File: config.mk
export PLATFORM = sky130hd
export DESIGN_NAME = ext_irq_priority_controller
export DESIGN_NICKNAME = d
export VERILOG_FILES = /design/src/pkg/irq_prio_pkg.sv /design/src/hdl/ext_irq_priority_controller.sv
export VERILOG_INCLUDE_DIRS = /design/src /design/src/pkg
export SDC_FILE = /design/constraint.sdc
export NUM_CORES = 1
export LEC_CHECK = 0
export BUFFER_PORTS_ARGS = -buffer_cell sky130_fd_sc_hd__buf_2
export CORE_MARGIN = 1.5
export CORE_UTILIZATION = 40
export CTS_CLUSTER_SIZE = 12
export DETAILED_ROUTE_END_ITERATION = 8
export MAX_ROUTING_LAYER = met4
export PLACE_DENSITY = 0.55
export SYNTH_ARGS = -nofsm -noshare
export SYNTH_HDL_FRONTEND = slang
export SYNTH_SLANG_ARGS = --single-unit
File: constraint.sdc
create_clock -name clk_sys -period 40.2 [get_ports clk_sys]
set_input_delay 4.02 -clock clk_sys [delete_from_list [all_inputs] [get_ports clk_sys]]
set_output_delay 4.02 -clock clk_sys [all_outputs]
set_load 0.03 [all_outputs]
File: src/pkg/irq_prio_defs.svh
// offsets, field positions, reset values and fixed levels of the priority controller
`ifndef IRQ_PRIO_DEFS_SVH
`define IRQ_PRIO_DEFS_SVH

`define OFS_PRIO_A      8'h00
`define OFS_PRIO_B      8'h04
`define OFS_PRIO_C      8'h08
`define OFS_PRIO_D      8'h0C
`define OFS_PRIO_E      8'h10
`define OFS_CTRL_ZERO   8'h14
`define OFS_EXT_CTRL    8'h18
`define OFS_EXT_STATUS  8'h1C

`define SEL_CTRL_ZERO   4'h5
`define SEL_EXT_CTRL    4'h6
`define SEL_EXT_STATUS  4'h7
`define SEL_NONE        4'hF

`define NMI_EDGE_BIT    0
`define PRIO_RST        16'h0000
`define FIELD_W         4
`define NUM_PRIO_REGS   5
`define NUM_EXT         8
`define NUM_PERIPH      12
`define NUM_SRC         23

`define SRC_BREAK       5'h00
`define SRC_NMI         5'h01
`define SRC_DEBUG       5'h02
`define SRC_EXT0        5'h03
`define SRC_PERIPH0     5'h0B

`define LVL_NMI         5'h10
`define LVL_FIXED       5'h0F
`define MASK_LOAD_NMI   4'hF

`define RESP_OKAY       2'h0
`define RESP_SLVERR     2'h2

`endif

File: src/pkg/irq_prio_pkg.sv
// types of the priority controller: sense modes, bus carriers and the state record
package irq_prio_pkg;

    typedef enum logic [1:0] {
        SENSE_LOW  = 2'b00,
        SENSE_FALL = 2'b01,
        SENSE_RISE = 2'b10,
        SENSE_BOTH = 2'b11
    } sense_mode_t;

    typedef struct packed {
        logic        awvalid;
        logic [7:0]  awaddr;
        logic        wvalid;
        logic [31:0] wdata;
        logic [3:0]  wstrb;
        logic        bready;
        logic        arvalid;
        logic [7:0]  araddr;
        logic        rready;
    } axi_req_t;

    typedef struct packed {
        logic        awready;
        logic        wready;
        logic        bvalid;
        logic [1:0]  bresp;
        logic        arready;
        logic        rvalid;
        logic [31:0] rdata;
        logic [1:0]  rresp;
    } axi_rsp_t;

    typedef struct packed {
        logic [4:0][15:0] prio;
        logic             nmi_edge;
        logic [15:0]      sense;
        logic [7:0]       flags;
        logic [7:0]       armed;
        logic             nmi_lat;
        logic             brk_lat;
        logic             dbg_lat;
        logic [8:0]       s1;
        logic [8:0]       s2;
        logic [8:0]       s3;
        logic             aw_got;
        logic             w_got;
        logic [7:0]       awaddr;
        logic [31:0]      wdata;
        logic [3:0]       wstrb;
        axi_rsp_t         bus;
        logic             irq_req;
        logic [4:0]       irq_src;
        logic [4:0]       irq_lvl;
        logic [3:0]       mask_load;
    } state_t;

endpackage

File: src/hdl/ext_irq_priority_controller.sv
// interrupt priority registers, pin request detection and request selection
//
// Summary of operation
// - five 16-bit read/write priority registers
// - four 4-bit level fields per register
// - field value is unsigned level 0..15
// - all level fields reset to zero
// - maskable source at level zero never forwarded
// - five source classes handled
// - non-maskable is level 16, always accepted
// - non-maskable pin edge, polarity selectable
// - non-maskable acceptance loads mask 15
// - two-bit sense mode per request pin
// - pin levels from first two registers
// - low mode: request while pin low
// - status flags show pending pin requests
// - edge modes record selected transition only
// - edge request latched until accepted
// - software clears flag only by read-1-then-write-0
// - pin acceptance loads pin's level
// - forward only above current mask level
// - equal levels: smaller vector number wins
//
// Local design decisions: the placing of the registers and the AXI4-Lite slave port.
`timescale 1ns/100ps
`include "irq_prio_defs.svh"

module ext_irq_priority_controller
    import irq_prio_pkg::*;
(
    // clock and reset
    input  wire logic                   clk_sys,
    input  wire logic                   resetn,
    // register bus
    input  wire axi_req_t               axi_in,
    output axi_rsp_t                    axi_out,
    // request pins
    input  wire logic                   nmi_pin,
    input  wire logic [`NUM_EXT-1:0]    ext_req_pin,
    // other sources
    input  wire logic                   break_req,
    input  wire logic                   debug_req,
    input  wire logic [`NUM_PERIPH-1:0] periph_req,
    // processor side
    input  wire logic [3:0]             cpu_mask_level,
    input  wire logic                   cpu_ack,
    output logic                        irq_req,
    output logic [4:0]                  irq_source,
    output logic [4:0]                  irq_level,
    output logic [3:0]                  irq_mask_load
);

    // ***************************************************************
    // functions
    // ***************************************************************
    function automatic logic [3:0] reg_sel(input logic [7:0] a);
        case ({a[7:2], 2'b00})
            `OFS_PRIO_A:     reg_sel = 4'h0;
            `OFS_PRIO_B:     reg_sel = 4'h1;
            `OFS_PRIO_C:     reg_sel = 4'h2;
            `OFS_PRIO_D:     reg_sel = 4'h3;
            `OFS_PRIO_E:     reg_sel = 4'h4;
            `OFS_CTRL_ZERO:  reg_sel = `SEL_CTRL_ZERO;
            `OFS_EXT_CTRL:   reg_sel = `SEL_EXT_CTRL;
            `OFS_EXT_STATUS: reg_sel = `SEL_EXT_STATUS;
            // unmapped offsets answer with an error response
            default:         reg_sel = `SEL_NONE;
        endcase
    endfunction

    // field k counts from bits 15..12 of the first register
    function automatic logic [3:0] prio_field(input logic [4:0][15:0] p,
                                              input int                k);
        prio_field = p[k/4][(3-(k%4))*`FIELD_W +: `FIELD_W];
    endfunction

    function automatic logic [15:0] merge16(input logic [15:0] old,
                                            input logic [31:0] d,
                                            input logic [3:0]  s);
        merge16 = {s[1] ? d[15:8] : old[15:8], s[0] ? d[7:0] : old[7:0]};
    endfunction

    // ***************************************************************
    // state
    // ***************************************************************
    state_t                 st_reg;
    state_t                 st_next;
    logic [`NUM_SRC-1:0]    req;
    logic [4:0]             lvl [`NUM_SRC];
    logic [8:0]             pin_fall;
    logic [8:0]             pin_rise;
    logic [7:0]             clr_req;
    logic [3:0]             wsel;
    logic [3:0]             rsel;
    logic                   wr_fire;
    logic                   ack;
    logic                   det;
    logic [1:0]             mode;
    logic [4:0]             best_lvl;
    logic [4:0]             best;

    assign axi_out       = st_reg.bus;
    assign irq_req       = st_reg.irq_req;
    assign irq_source    = st_reg.irq_src;
    assign irq_level     = st_reg.irq_lvl;
    assign irq_mask_load = st_reg.mask_load;

    always_comb begin
        st_next = st_reg;
        det     = 1'b0;
        mode    = 2'b00;
        clr_req = 8'h00;

        // pins held inverted so that reset value zero means idle high
        st_next.s1 = ~{nmi_pin, ext_req_pin};
        st_next.s2 = st_reg.s1;
        st_next.s3 = st_reg.s2;
        pin_fall   = st_reg.s2 & ~st_reg.s3;
        pin_rise   = ~st_reg.s2 & st_reg.s3;
        ack        = cpu_ack && st_reg.irq_req;

        // ***********************************************************
        // register bus, write side
        // ***********************************************************
        if (axi_in.awvalid && st_reg.bus.awready) begin
            st_next.aw_got = 1'b1;
            st_next.awaddr = axi_in.awaddr;
        end
        if (axi_in.wvalid && st_reg.bus.wready) begin
            st_next.w_got = 1'b1;
            st_next.wdata = axi_in.wdata;
            st_next.wstrb = axi_in.wstrb;
        end
        // one cycle to hold both halves, one more to answer
        wr_fire = st_reg.aw_got && st_reg.w_got && !st_reg.bus.bvalid;
        wsel    = reg_sel(st_reg.awaddr);
        if (wr_fire) begin
            st_next.aw_got    = 1'b0;
            st_next.w_got     = 1'b0;
            st_next.bus.bvalid = 1'b1;
            st_next.bus.bresp  = `RESP_OKAY;
            case (wsel)
                4'h0, 4'h1, 4'h2, 4'h3, 4'h4: begin
                    st_next.prio[wsel[2:0]] = merge16(st_reg.prio[wsel[2:0]],
                        st_reg.wdata, st_reg.wstrb);
                end
                `SEL_CTRL_ZERO: begin
                    if (st_reg.wstrb[0]) begin
                        st_next.nmi_edge = st_reg.wdata[`NMI_EDGE_BIT];
                    end
                end
                `SEL_EXT_CTRL: begin
                    st_next.sense = merge16(st_reg.sense, st_reg.wdata,
                        st_reg.wstrb);
                end
                `SEL_EXT_STATUS: begin
                    if (st_reg.wstrb[0]) begin
                        clr_req = ~st_reg.wdata[7:0] & st_reg.armed;
                    end
                    // any status write disarms, so a stale read cannot clear later
                    st_next.armed = 8'h00;
                end
                default: begin
                    st_next.bus.bresp = `RESP_SLVERR;
                end
            endcase
        end
        if (st_reg.bus.bvalid && axi_in.bready) begin
            st_next.bus.bvalid = 1'b0;
        end
        st_next.bus.awready = !st_next.aw_got && !st_next.bus.bvalid;
        st_next.bus.wready  = !st_next.w_got && !st_next.bus.bvalid;

        // ***********************************************************
        // register bus, read side
        // ***********************************************************
        rsel = reg_sel(axi_in.araddr);
        if (axi_in.arvalid && st_reg.bus.arready) begin
            st_next.bus.rvalid = 1'b1;
            st_next.bus.rresp  = `RESP_OKAY;
            // unused upper bits read as zero
            st_next.bus.rdata  = 32'h0000_0000;
            case (rsel)
                4'h0, 4'h1, 4'h2, 4'h3, 4'h4: begin
                    st_next.bus.rdata[15:0] = st_reg.prio[rsel[2:0]];
                end
                `SEL_CTRL_ZERO: begin
                    st_next.bus.rdata[`NMI_EDGE_BIT] = st_reg.nmi_edge;
                end
                `SEL_EXT_CTRL: begin
                    st_next.bus.rdata[15:0] = st_reg.sense;
                end
                `SEL_EXT_STATUS: begin
                    st_next.bus.rdata[7:0] = st_reg.flags;
                    // only bits seen as one may later be cleared
                    st_next.armed = st_next.armed | st_reg.flags;
                end
                default: begin
                    st_next.bus.rresp = `RESP_SLVERR;
                end
            endcase
        end
        if (st_reg.bus.rvalid && axi_in.rready) begin
            st_next.bus.rvalid = 1'b0;
        end
        st_next.bus.arready = !st_next.bus.rvalid;

        // ***********************************************************
        // pin detection
        // ***********************************************************
        for (int i = 0; i < `NUM_EXT; i++) begin
            mode = st_reg.sense[2*i +: 2];
            det  = (mode == SENSE_FALL && pin_fall[i])
                || (mode == SENSE_RISE && pin_rise[i])
                || (mode == SENSE_BOTH && (pin_fall[i] || pin_rise[i]));
            if (mode == SENSE_LOW) begin
                st_next.flags[i] = st_reg.s2[i];
            end else begin
                // a new edge wins over a clear in the same cycle
                st_next.flags[i] = det || (st_reg.flags[i] && !clr_req[i]
                    && !(ack && st_reg.irq_src == `SRC_EXT0 + 5'(i)));
            end
        end
        // non-maskable has no flag; only acceptance clears its latch
        det = st_reg.nmi_edge ? pin_rise[8] : pin_fall[8];
        st_next.nmi_lat = det || (st_reg.nmi_lat
            && !(ack && st_reg.irq_src == `SRC_NMI));
        // break and debug are events, held until accepted
        st_next.brk_lat = break_req || (st_reg.brk_lat
            && !(ack && st_reg.irq_src == `SRC_BREAK));
        st_next.dbg_lat = debug_req || (st_reg.dbg_lat
            && !(ack && st_reg.irq_src == `SRC_DEBUG));

        // ***********************************************************
        // selection, in default order of vector number
        // ***********************************************************
        req[0] = st_reg.brk_lat;
        lvl[0] = `LVL_FIXED;
        req[1] = st_reg.nmi_lat;
        lvl[1] = `LVL_NMI;
        req[2] = st_reg.dbg_lat;
        lvl[2] = `LVL_FIXED;
        for (int i = 0; i < `NUM_EXT; i++) begin
            req[3+i] = st_reg.flags[i];
            lvl[3+i] = {1'b0, prio_field(st_reg.prio, i)};
        end
        // peripheral lines are levels owned by their modules, not latched
        for (int k = 0; k < `NUM_PERIPH; k++) begin
            req[11+k] = periph_req[k];
            lvl[11+k] = {1'b0, prio_field(st_reg.prio, `NUM_EXT + k)};
        end
        // start at zero so a level-zero source can never be chosen
        best_lvl = 5'h00;
        best     = 5'h00;
        for (int i = 0; i < `NUM_SRC; i++) begin
            // strict compare: level zero never wins, ties keep the earlier
            if (req[i] && lvl[i] > best_lvl) begin
                best_lvl = lvl[i];
                best     = 5'(i);
            end
        end
        // the cycle of acceptance drops the request to avoid a repeat
        st_next.irq_req   = (best_lvl > {1'b0, cpu_mask_level}) && !ack;
        st_next.irq_src   = best;
        st_next.irq_lvl   = best_lvl;
        st_next.mask_load = (best == `SRC_NMI) ? `MASK_LOAD_NMI
                                               : best_lvl[3:0];
    end

    // one register holds all state, so reset is a single constant
    always_ff @(posedge clk_sys or negedge resetn) begin
        if (!resetn) begin
            st_reg <= '0;
        end else begin
            st_reg <= st_next;
        end
    end

    // ***************************************************************
    // assertions
    // ***************************************************************
    a_zero_masked: assert property (@(posedge clk_sys) disable iff (!resetn)
        irq_req && irq_source >= `SRC_EXT0 |-> irq_level != 5'h00)
        else $error("level zero source forwarded");

    a_mask_compare: assert property (@(posedge clk_sys) disable iff (!resetn)
        irq_req |-> irq_level > {1'b0, $past(cpu_mask_level)})
        else $error("request not above mask level");

    a_nmi_load: assert property (@(posedge clk_sys) disable iff (!resetn)
        irq_req && irq_source == `SRC_NMI |-> irq_mask_load == 4'hF
            && irq_level == 5'h10)
        else $error("non-maskable load or level wrong");

    a_nmi_always: assert property (@(posedge clk_sys) disable iff (!resetn)
        st_reg.nmi_lat && !ack ##1 !cpu_ack |=> irq_req)
        else $error("non-maskable not forwarded");

    a_nmi_edge: assert property (@(posedge clk_sys) disable iff (!resetn)
        st_reg.nmi_edge && pin_rise[8] |=> st_reg.nmi_lat)
        else $error("selected edge not latched");

    a_level_follow: assert property (@(posedge clk_sys) disable iff (!resetn)
        st_reg.sense[1:0] == SENSE_LOW |=> st_reg.flags[0] == $past(st_reg.s2[0]))
        else $error("low mode flag does not follow pin");

    a_edge_hold: assert property (@(posedge clk_sys) disable iff (!resetn)
        st_reg.sense[1:0] != SENSE_LOW && st_reg.flags[0] && !clr_req[0] && !ack
            |=> st_reg.flags[0])
        else $error("edge request lost");

    a_clear_order: assert property (@(posedge clk_sys) disable iff (!resetn)
        $fell(st_reg.flags[0]) && $past(st_reg.sense[1:0]) != SENSE_LOW
            && !$past(ack) |-> $past(st_reg.armed[0]))
        else $error("flag cleared without prior read");

    a_ext_load: assert property (@(posedge clk_sys) disable iff (!resetn)
        irq_req && irq_source == `SRC_EXT0 |-> irq_mask_load == irq_level[3:0])
        else $error("pin mask load wrong");

    a_write_resp: assert property (@(posedge clk_sys) disable iff (!resetn)
        wr_fire |=> axi_out.bvalid)
        else $error("write not answered");

    // ***************************************************************
    // bus and pin path checks
    // ***************************************************************
    // pin 0 stands for all eight; the detection is one loop
    a_write_okay: assert property (@(posedge clk_sys) disable iff (!resetn)
        wr_fire && wsel <= 4'h4 |=> axi_out.bresp == `RESP_OKAY)
        else $error("mapped write refused");

    a_read_answer: assert property (@(posedge clk_sys) disable iff (!resetn)
        axi_in.arvalid && axi_out.arready |=> axi_out.rvalid)
        else $error("read not answered");

    a_status_read: assert property (@(posedge clk_sys) disable iff (!resetn)
        axi_in.arvalid && axi_out.arready && rsel == `SEL_EXT_STATUS
            |=> axi_out.rdata[7:0] == $past(st_reg.flags))
        else $error("status read wrong");

    a_fall_latch: assert property (@(posedge clk_sys) disable iff (!resetn)
        st_reg.sense[1:0] == SENSE_FALL && pin_fall[0] |=> st_reg.flags[0])
        else $error("falling edge not recorded");

    a_rise_ignored: assert property (@(posedge clk_sys) disable iff (!resetn)
        st_reg.sense[1:0] == SENSE_FALL && pin_rise[0] && !st_reg.flags[0]
            |=> !st_reg.flags[0])
        else $error("wrong edge recorded");

    a_sync_chain: assert property (@(posedge clk_sys) disable iff (!resetn)
        st_reg.s2 == $past(st_reg.s1))
        else $error("pin synchroniser skipped a stage");

    a_tie_order: assert property (@(posedge clk_sys) disable iff (!resetn)
        irq_req && irq_source == `SRC_EXT0 + 5'h01
            |-> !($past(st_reg.flags[0]) && $past(prio_field(st_reg.prio, 0))
                == $past(prio_field(st_reg.prio, 1))))
        else $error("tie not won by lower source");

    a_zero_pin: assert property (@(posedge clk_sys) disable iff (!resetn)
        irq_req && irq_source == `SRC_EXT0 |-> $past(prio_field(st_reg.prio, 0)) != 4'h0)
        else $error("pin at level zero forwarded");

endmodule

Yosys cells after proc, flatten, opt, wreduce, memory -nomap -nowiden
Memories as Yosys holds them, arrays and structs flattened.
Index checks and enable logic that the tools add are counted.
{ "classes": {"magnitude_cmp": 26, "reduce_logical": 169, "n_eq_ne": 49, "n_mux": 85, "bitwise_logic": 8} }
{ "op_table": {"columns": ["operator", "count"], "rows": [
  ["$mux 5", 43],
  ["$gt 4x5->1", 20],
  ["$bmux 16 s3", 2],
  ["$logic_and 1x1->1", 88],
  ["$bwmux 80", 1],
  ["$mux 8", 9],
  ["$demux 16 s3", 1],
  ["$mux 16", 3],
  ["$logic_or 1x1->1", 35],
  ["$mux 35", 1],
  ["$eq 2x2->1 const B", 16],
  ["$eq 4x3->1 const B", 8],
  ["$not 9->9", 3],
  ["$logic_not 1->1", 25],
  ["$pmux 7 s3", 1],
  ["$eq 5x3->1 const B", 4],
  ["$and 9x9->9", 2],
  ["$eq 2x1->1 const B", 8],
  ["$eq 4x2->1 const B", 4],
  ["$logic_not 2->1", 8],
  ["$mux 4", 4],
  ["$pmux 8 s2", 1],
  ["$reduce_or 8->1", 2],
  ["$eq 5x4->1 const B", 3],
  ["21 further kinds", 45]
]} }
{ "word_totals": {"word_cells": 372, "reg_bits": 211, "mem_count": 2, "output_inout_bits": 56, "rom_bits": 256} }
{ "mem_list": {"columns": ["name", "depth", "word_bits", "read_ports", "rd_ports_with_merged_regs", "wr", "line_no", "rtl"], "rows": [
  ["(name not given)", 32, 4, 1, 0, 0, "ext_irq_priority_controller.sv:57", "case ({a[7:2], 2'b00})"],
  ["(name not given)", 32, 4, 1, 0, 0, "ext_irq_priority_controller.sv:57", null]
]} }

Longest topological paths before layout
{ "logic_depth": {"ltp_word": 69, "mapped_depth": 184, "ltp_nobuf": 175} }

Worst setup path after synthesis
No wires, ideal clock.
{ "synth_timing": {"kind": "register to register", "start": "register st_reg (netlist bit req[1])", "end": "register st_reg (netlist bit irq_req)", "setup_ns": 0.119, "path_stages_with_launch": 175, "setup_slack_ns": 8.575, "n_path_buf": 11, "arrival_time_ns": 31.506, "t_required_ns": 40.081, "cell_sequence": "dfrtp_1 -> clkbuf_1 -> clkbuf_1 -> buf_1 -> nor2_1 -> ha_1 -> o22ai_1 -> o2111a_1 -> a21oi_1 -> ha_1 -> a21o_1 -> nand2_1 -> a31oi_2 -> or2_1 -> buf_2 -> o21ai_0 -> inv_1 -> ha_1 -> [139 not listed] -> buf_2 -> nand2_1 -> o31a_1 -> ha_1 -> o21ai_0 -> nand2b_1 -> a21oi_1 -> or4bb_1 -> clkbuf_1 -> a31oi_1 -> o31a_1 -> ha_1 -> nor2b_1 -> o21ai_0 -> nand2b_1 -> a21oi_1 -> a41oi_1 -> o21a_1"} }
{ "synth_lines": {"columns": ["item", "line_no", "rtl"], "rows": [
  ["from (decl)", "ext_irq_priority_controller.sv:86", "state_t st_reg;"],
  ["from (signal assigned)", "ext_irq_priority_controller.sv:275", "st_reg <= st_next;"]
]} }

==> flow_summary_export.csv <==
group,metric,value,unit
run_status,status,"finished with violations",
run_status,violations,"design-rule violations",
timing,timing.fmax,27.8,MHz
setup_path,required,40600,ps
logic_synthesis,synth_cells,1583,
grt,grt_max_degree,138,
job,cap_viol_max_count,0,
setup_path,cp-start-kind,"flop",
timing,fin_crit,36010,ps
cts,postCtsHoldBufs,0,
timing,slew_headroom,23.9,%
timing,setup_slack,4190,ps
min_path,worst_hold_path.endpoint,"st_next[102]",
min_path,hold_class,"reg2reg",
timing,finalCritPeriodShare,89.6,%
floorplanning,coreArea,35700,um^2
timing,setup_violations,0,
place,place_area,15100,um^2
timing,final_max_slew_viol_count,0,
cts,cts_made_buffers,23,
setup_path,worst_setup_path_end_kind,"flop",
timing,finalHoldViolCount,0,
logic_synthesis,ys_ff_latch,207,
cts,cts_tree,"built",
detailed_routing,drt_wl_total,45.8,mm
logic_synthesis,synth_edf_count,0,
detailed_routing,routedWlPerCell,22.0,um
grt,grt_overflow_total,0,
finish,final_layout_size_suffix_gt1_share,19.8,%
finish,ff_latch_area,5180,um^2
power_and_ir_drop,total_leakage_power,0.00718,uW
setup_path,r2r_cells,166,
cts,root_buffer,"clkbuf_16",
floorplanning,start_util,40.7,%
timing,worstMarginPinSlew,1140,ps
power_and_ir_drop,powerDensity,101,nW/um^2
logic_synthesis,post_synth_num_cell_types,100,
logic_synthesis,yosys_warnings,0,
grt,grt_pass1_wl,70.6,mm
min_path,hold_depth,0,
place,preCtsSetupSlack,4750,ps
detailed_routing,drcViolationCount,8,
grt,use_met3,4.32,%
grt,use_met2,38.8,%
floorplanning,rows,69,
finish,n_antenna_cell,0,
detailed_routing,drt_iter0_drc,977,
setup_path,cp.arrival,36410,ps
finish,design_area,15900,um^2
grt,grt_pass1_vias,11900,
floorplanning,boundaryPins,143,
logic_synthesis,netlist_area,14500,um^2
setup_path,cp_common_cell,"ha_1",
logic_synthesis,synth_top_cell_area_share,35.7,%
detailed_routing,via_count,12200,
setup_path,regToRegSetupSlack,4190,ps
cts,cts_resized,0,
floorplanning,die_area,37400,um^2
grt,grtUsageMet1,32.9,%
finish,area_growth_syn_to_layout,9.25,%
cts,numClockSinks,207,
logic_synthesis,postSynth.asyncResetShare,100,%
finish,multiInputGateArea,8270,um^2
logic_synthesis,yosys_most_used_dff,"dfrtp_1",
timing,tns,0,ps
grt,antenna_found_initial,1,
setup_path,cpMaxStageDelayCell,"or4bb_1",
logic_synthesis,synth-seq-area-share,35.7,%
cts,post_cts_buffers,0,
cts,htree_levels,1,
setup_path,crit_path_max_incr_delay,680,ps
power_and_ir_drop,ir_drop,0.0493,mV
detailed_routing,first_pass_iters,9,
setup_path,reg2reg_to,"irq_req",
floorplanning,die_h,193,um
logic_synthesis,synth_area_leaders,"dfrtp_1 (36%), mux2_2 (9.3%), ha_1 (6.8%)",
floorplanning,die_w,193,um
cts,clock_latency,530,ps
grt,grtUsageTotal,25.0,%
timing,rsz0062_at_grt,"no",
grt,grt.busiest_layer,"met2",
place,port_buffers,102,
setup_path,r2r_start,"req[1]",
cts,cts_buffer_depth,3,
detailed_routing,ant_nets,0,
place,post-dp-hpwl,35.1,mm
detailed_routing,routed_via_density,5.87,
logic_synthesis,syn_area_per_cell,9.17,um^2
finish,fin_nets,1778,
logic_synthesis,synth_top_cell_by_area,"dfrtp_1",
cts,clk_pin_slew_worst_paths,70,ps
setup_path,critPathMaxFanout,20,
timing,clock_skew,27.6,ps
finish,fillers,3466,
setup_path,path_class,"reg2reg",
finish,largest_reg_flops,80,
min_path,min-delay-start,"st_next[111]",
place,place_congestion,0.914,
==> report_power, final <==
part | internal, uW | leakage [uW] | switching (uW) | total, uW
combinational | 385 | 0.00416 | 587 | 972
sequential | 280 | 0.00264 | 125 | 405
clock | 136 | 0.000380 | 86.5 | 222
total | 801 | 0.00718 | 799 | 1600
==> cell families after synthesis <==
| kind of cell | synth area share [%] |
|---|---|
| xor+xnor | 0.543 |
| fa+ha+maj | 6.95 |
| simple gates | 13.7 |
| other cells | 0.0258 |
| buf+inv | 7.84 |
| mux | 13.2 |
| flops | 35.7 |
| compound gates | 22.0 |
==> cell usage in the layout, fill, tap and decap left out, drive strengths merged, types with 4 or more instances in the layout <==
cell type,synthesis,layout
dfrtp,207,207
nor2,138,138
o21ai,127,127
mux2,122,122
inv,120,121
nand2,118,118
buf,67,113
a21oi,94,94
ha,79,79
mux2i,47,47
clkbuf,59,31
a31oi,30,30
nand3,28,28
o21a,22,22
nor3,22,22
and3,21,21
o221ai,21,21
a221oi,19,19
conb,1,18
a221o,15,15
and2,14,14
o31ai,14,14
a211oi,14,14
nor2b,12,12
nand2b,12,12
o211ai,11,11
or2,11,11
a21o,9,9
or3,8,8
a22o,8,8
o22ai,8,8
nand4,7,7
a21boi,7,7
xor2,6,6
a41oi,6,6
o211a,5,5
o31a,5,5
nand3b,4,4
bufinv,0,4
==> worst max-delay path: cells and delay by family, from the launching register on <==
family	cells	cell delay, ps
buf+inv	10	950
mux	14	4510
simple gates	55	9740
compound gates	65	13790
fa+ha+maj	22	6420
flops	1	420
==> layer usage <==
layer  up-vias  share of wire [%]
li1       5720                  -
met1      6011                 44
met5         -                  0
met4         0                3.7
met2       417                 45
met3        94                6.7
==> cell type report <==
| class | count | area share [%] |
|---|---|---|
| Multi-Input combinational cell | 1147 | 52.2 |
| Sequential cell | 207 | 32.7 |
| Clock buffer | 31 | 4.01 |
| Timing Repair Buffer | 113 | 3.80 |
| Tap cell | 461 | 3.64 |
| Inverter | 120 | 2.84 |
| Clock inverter | 7 | 0.876 |
==> metrics by stage <==
step	instances	util (%)	hold WS, ps	power (uW)
global placement	2048	42.3	333	1350
floorplan	1600	-	331	1080
detailed placement	2048	42.3	335	1360
finish	2086	44.5	342	1600
global route	2086	44.5	355	1720
CTS	2086	44.5	348	1590
==> synthesized netlist by cell type (18+ instances only) <==
cell type,instances
inv_1,120
and3_1,21
a21oi_1,92
a31oi_1,27
mux2_2,120
nand2_1,117
ha_1,79
o21a_1,22
buf_4,56
nor3_1,21
nand3_1,27
dfrtp_1,207
clkbuf_1,59
nor2_1,136
o21ai_0,119
a221oi_1,18
o221ai_1,21
mux2i_1,47
==> how the worst max path moves through the flow <==
| stage | slack [ps] | end | from |
|---|---|---|---|
| 4_1_cts | 4540 | irq_req | req[1] |
| 5_1_grt | 1150 | irq_req | req[1] |
| 6_report | 4190 | irq_req | req[1] |
| 2_1_floorplan | 8580 | irq_req | req[1] |
| 3_5_place_dp | 4750 | irq_req | req[1] |
| 3_3_place_gp | 5170 | irq_req | req[1] |
Note: power is estimated with default switching activity, not from simulation.
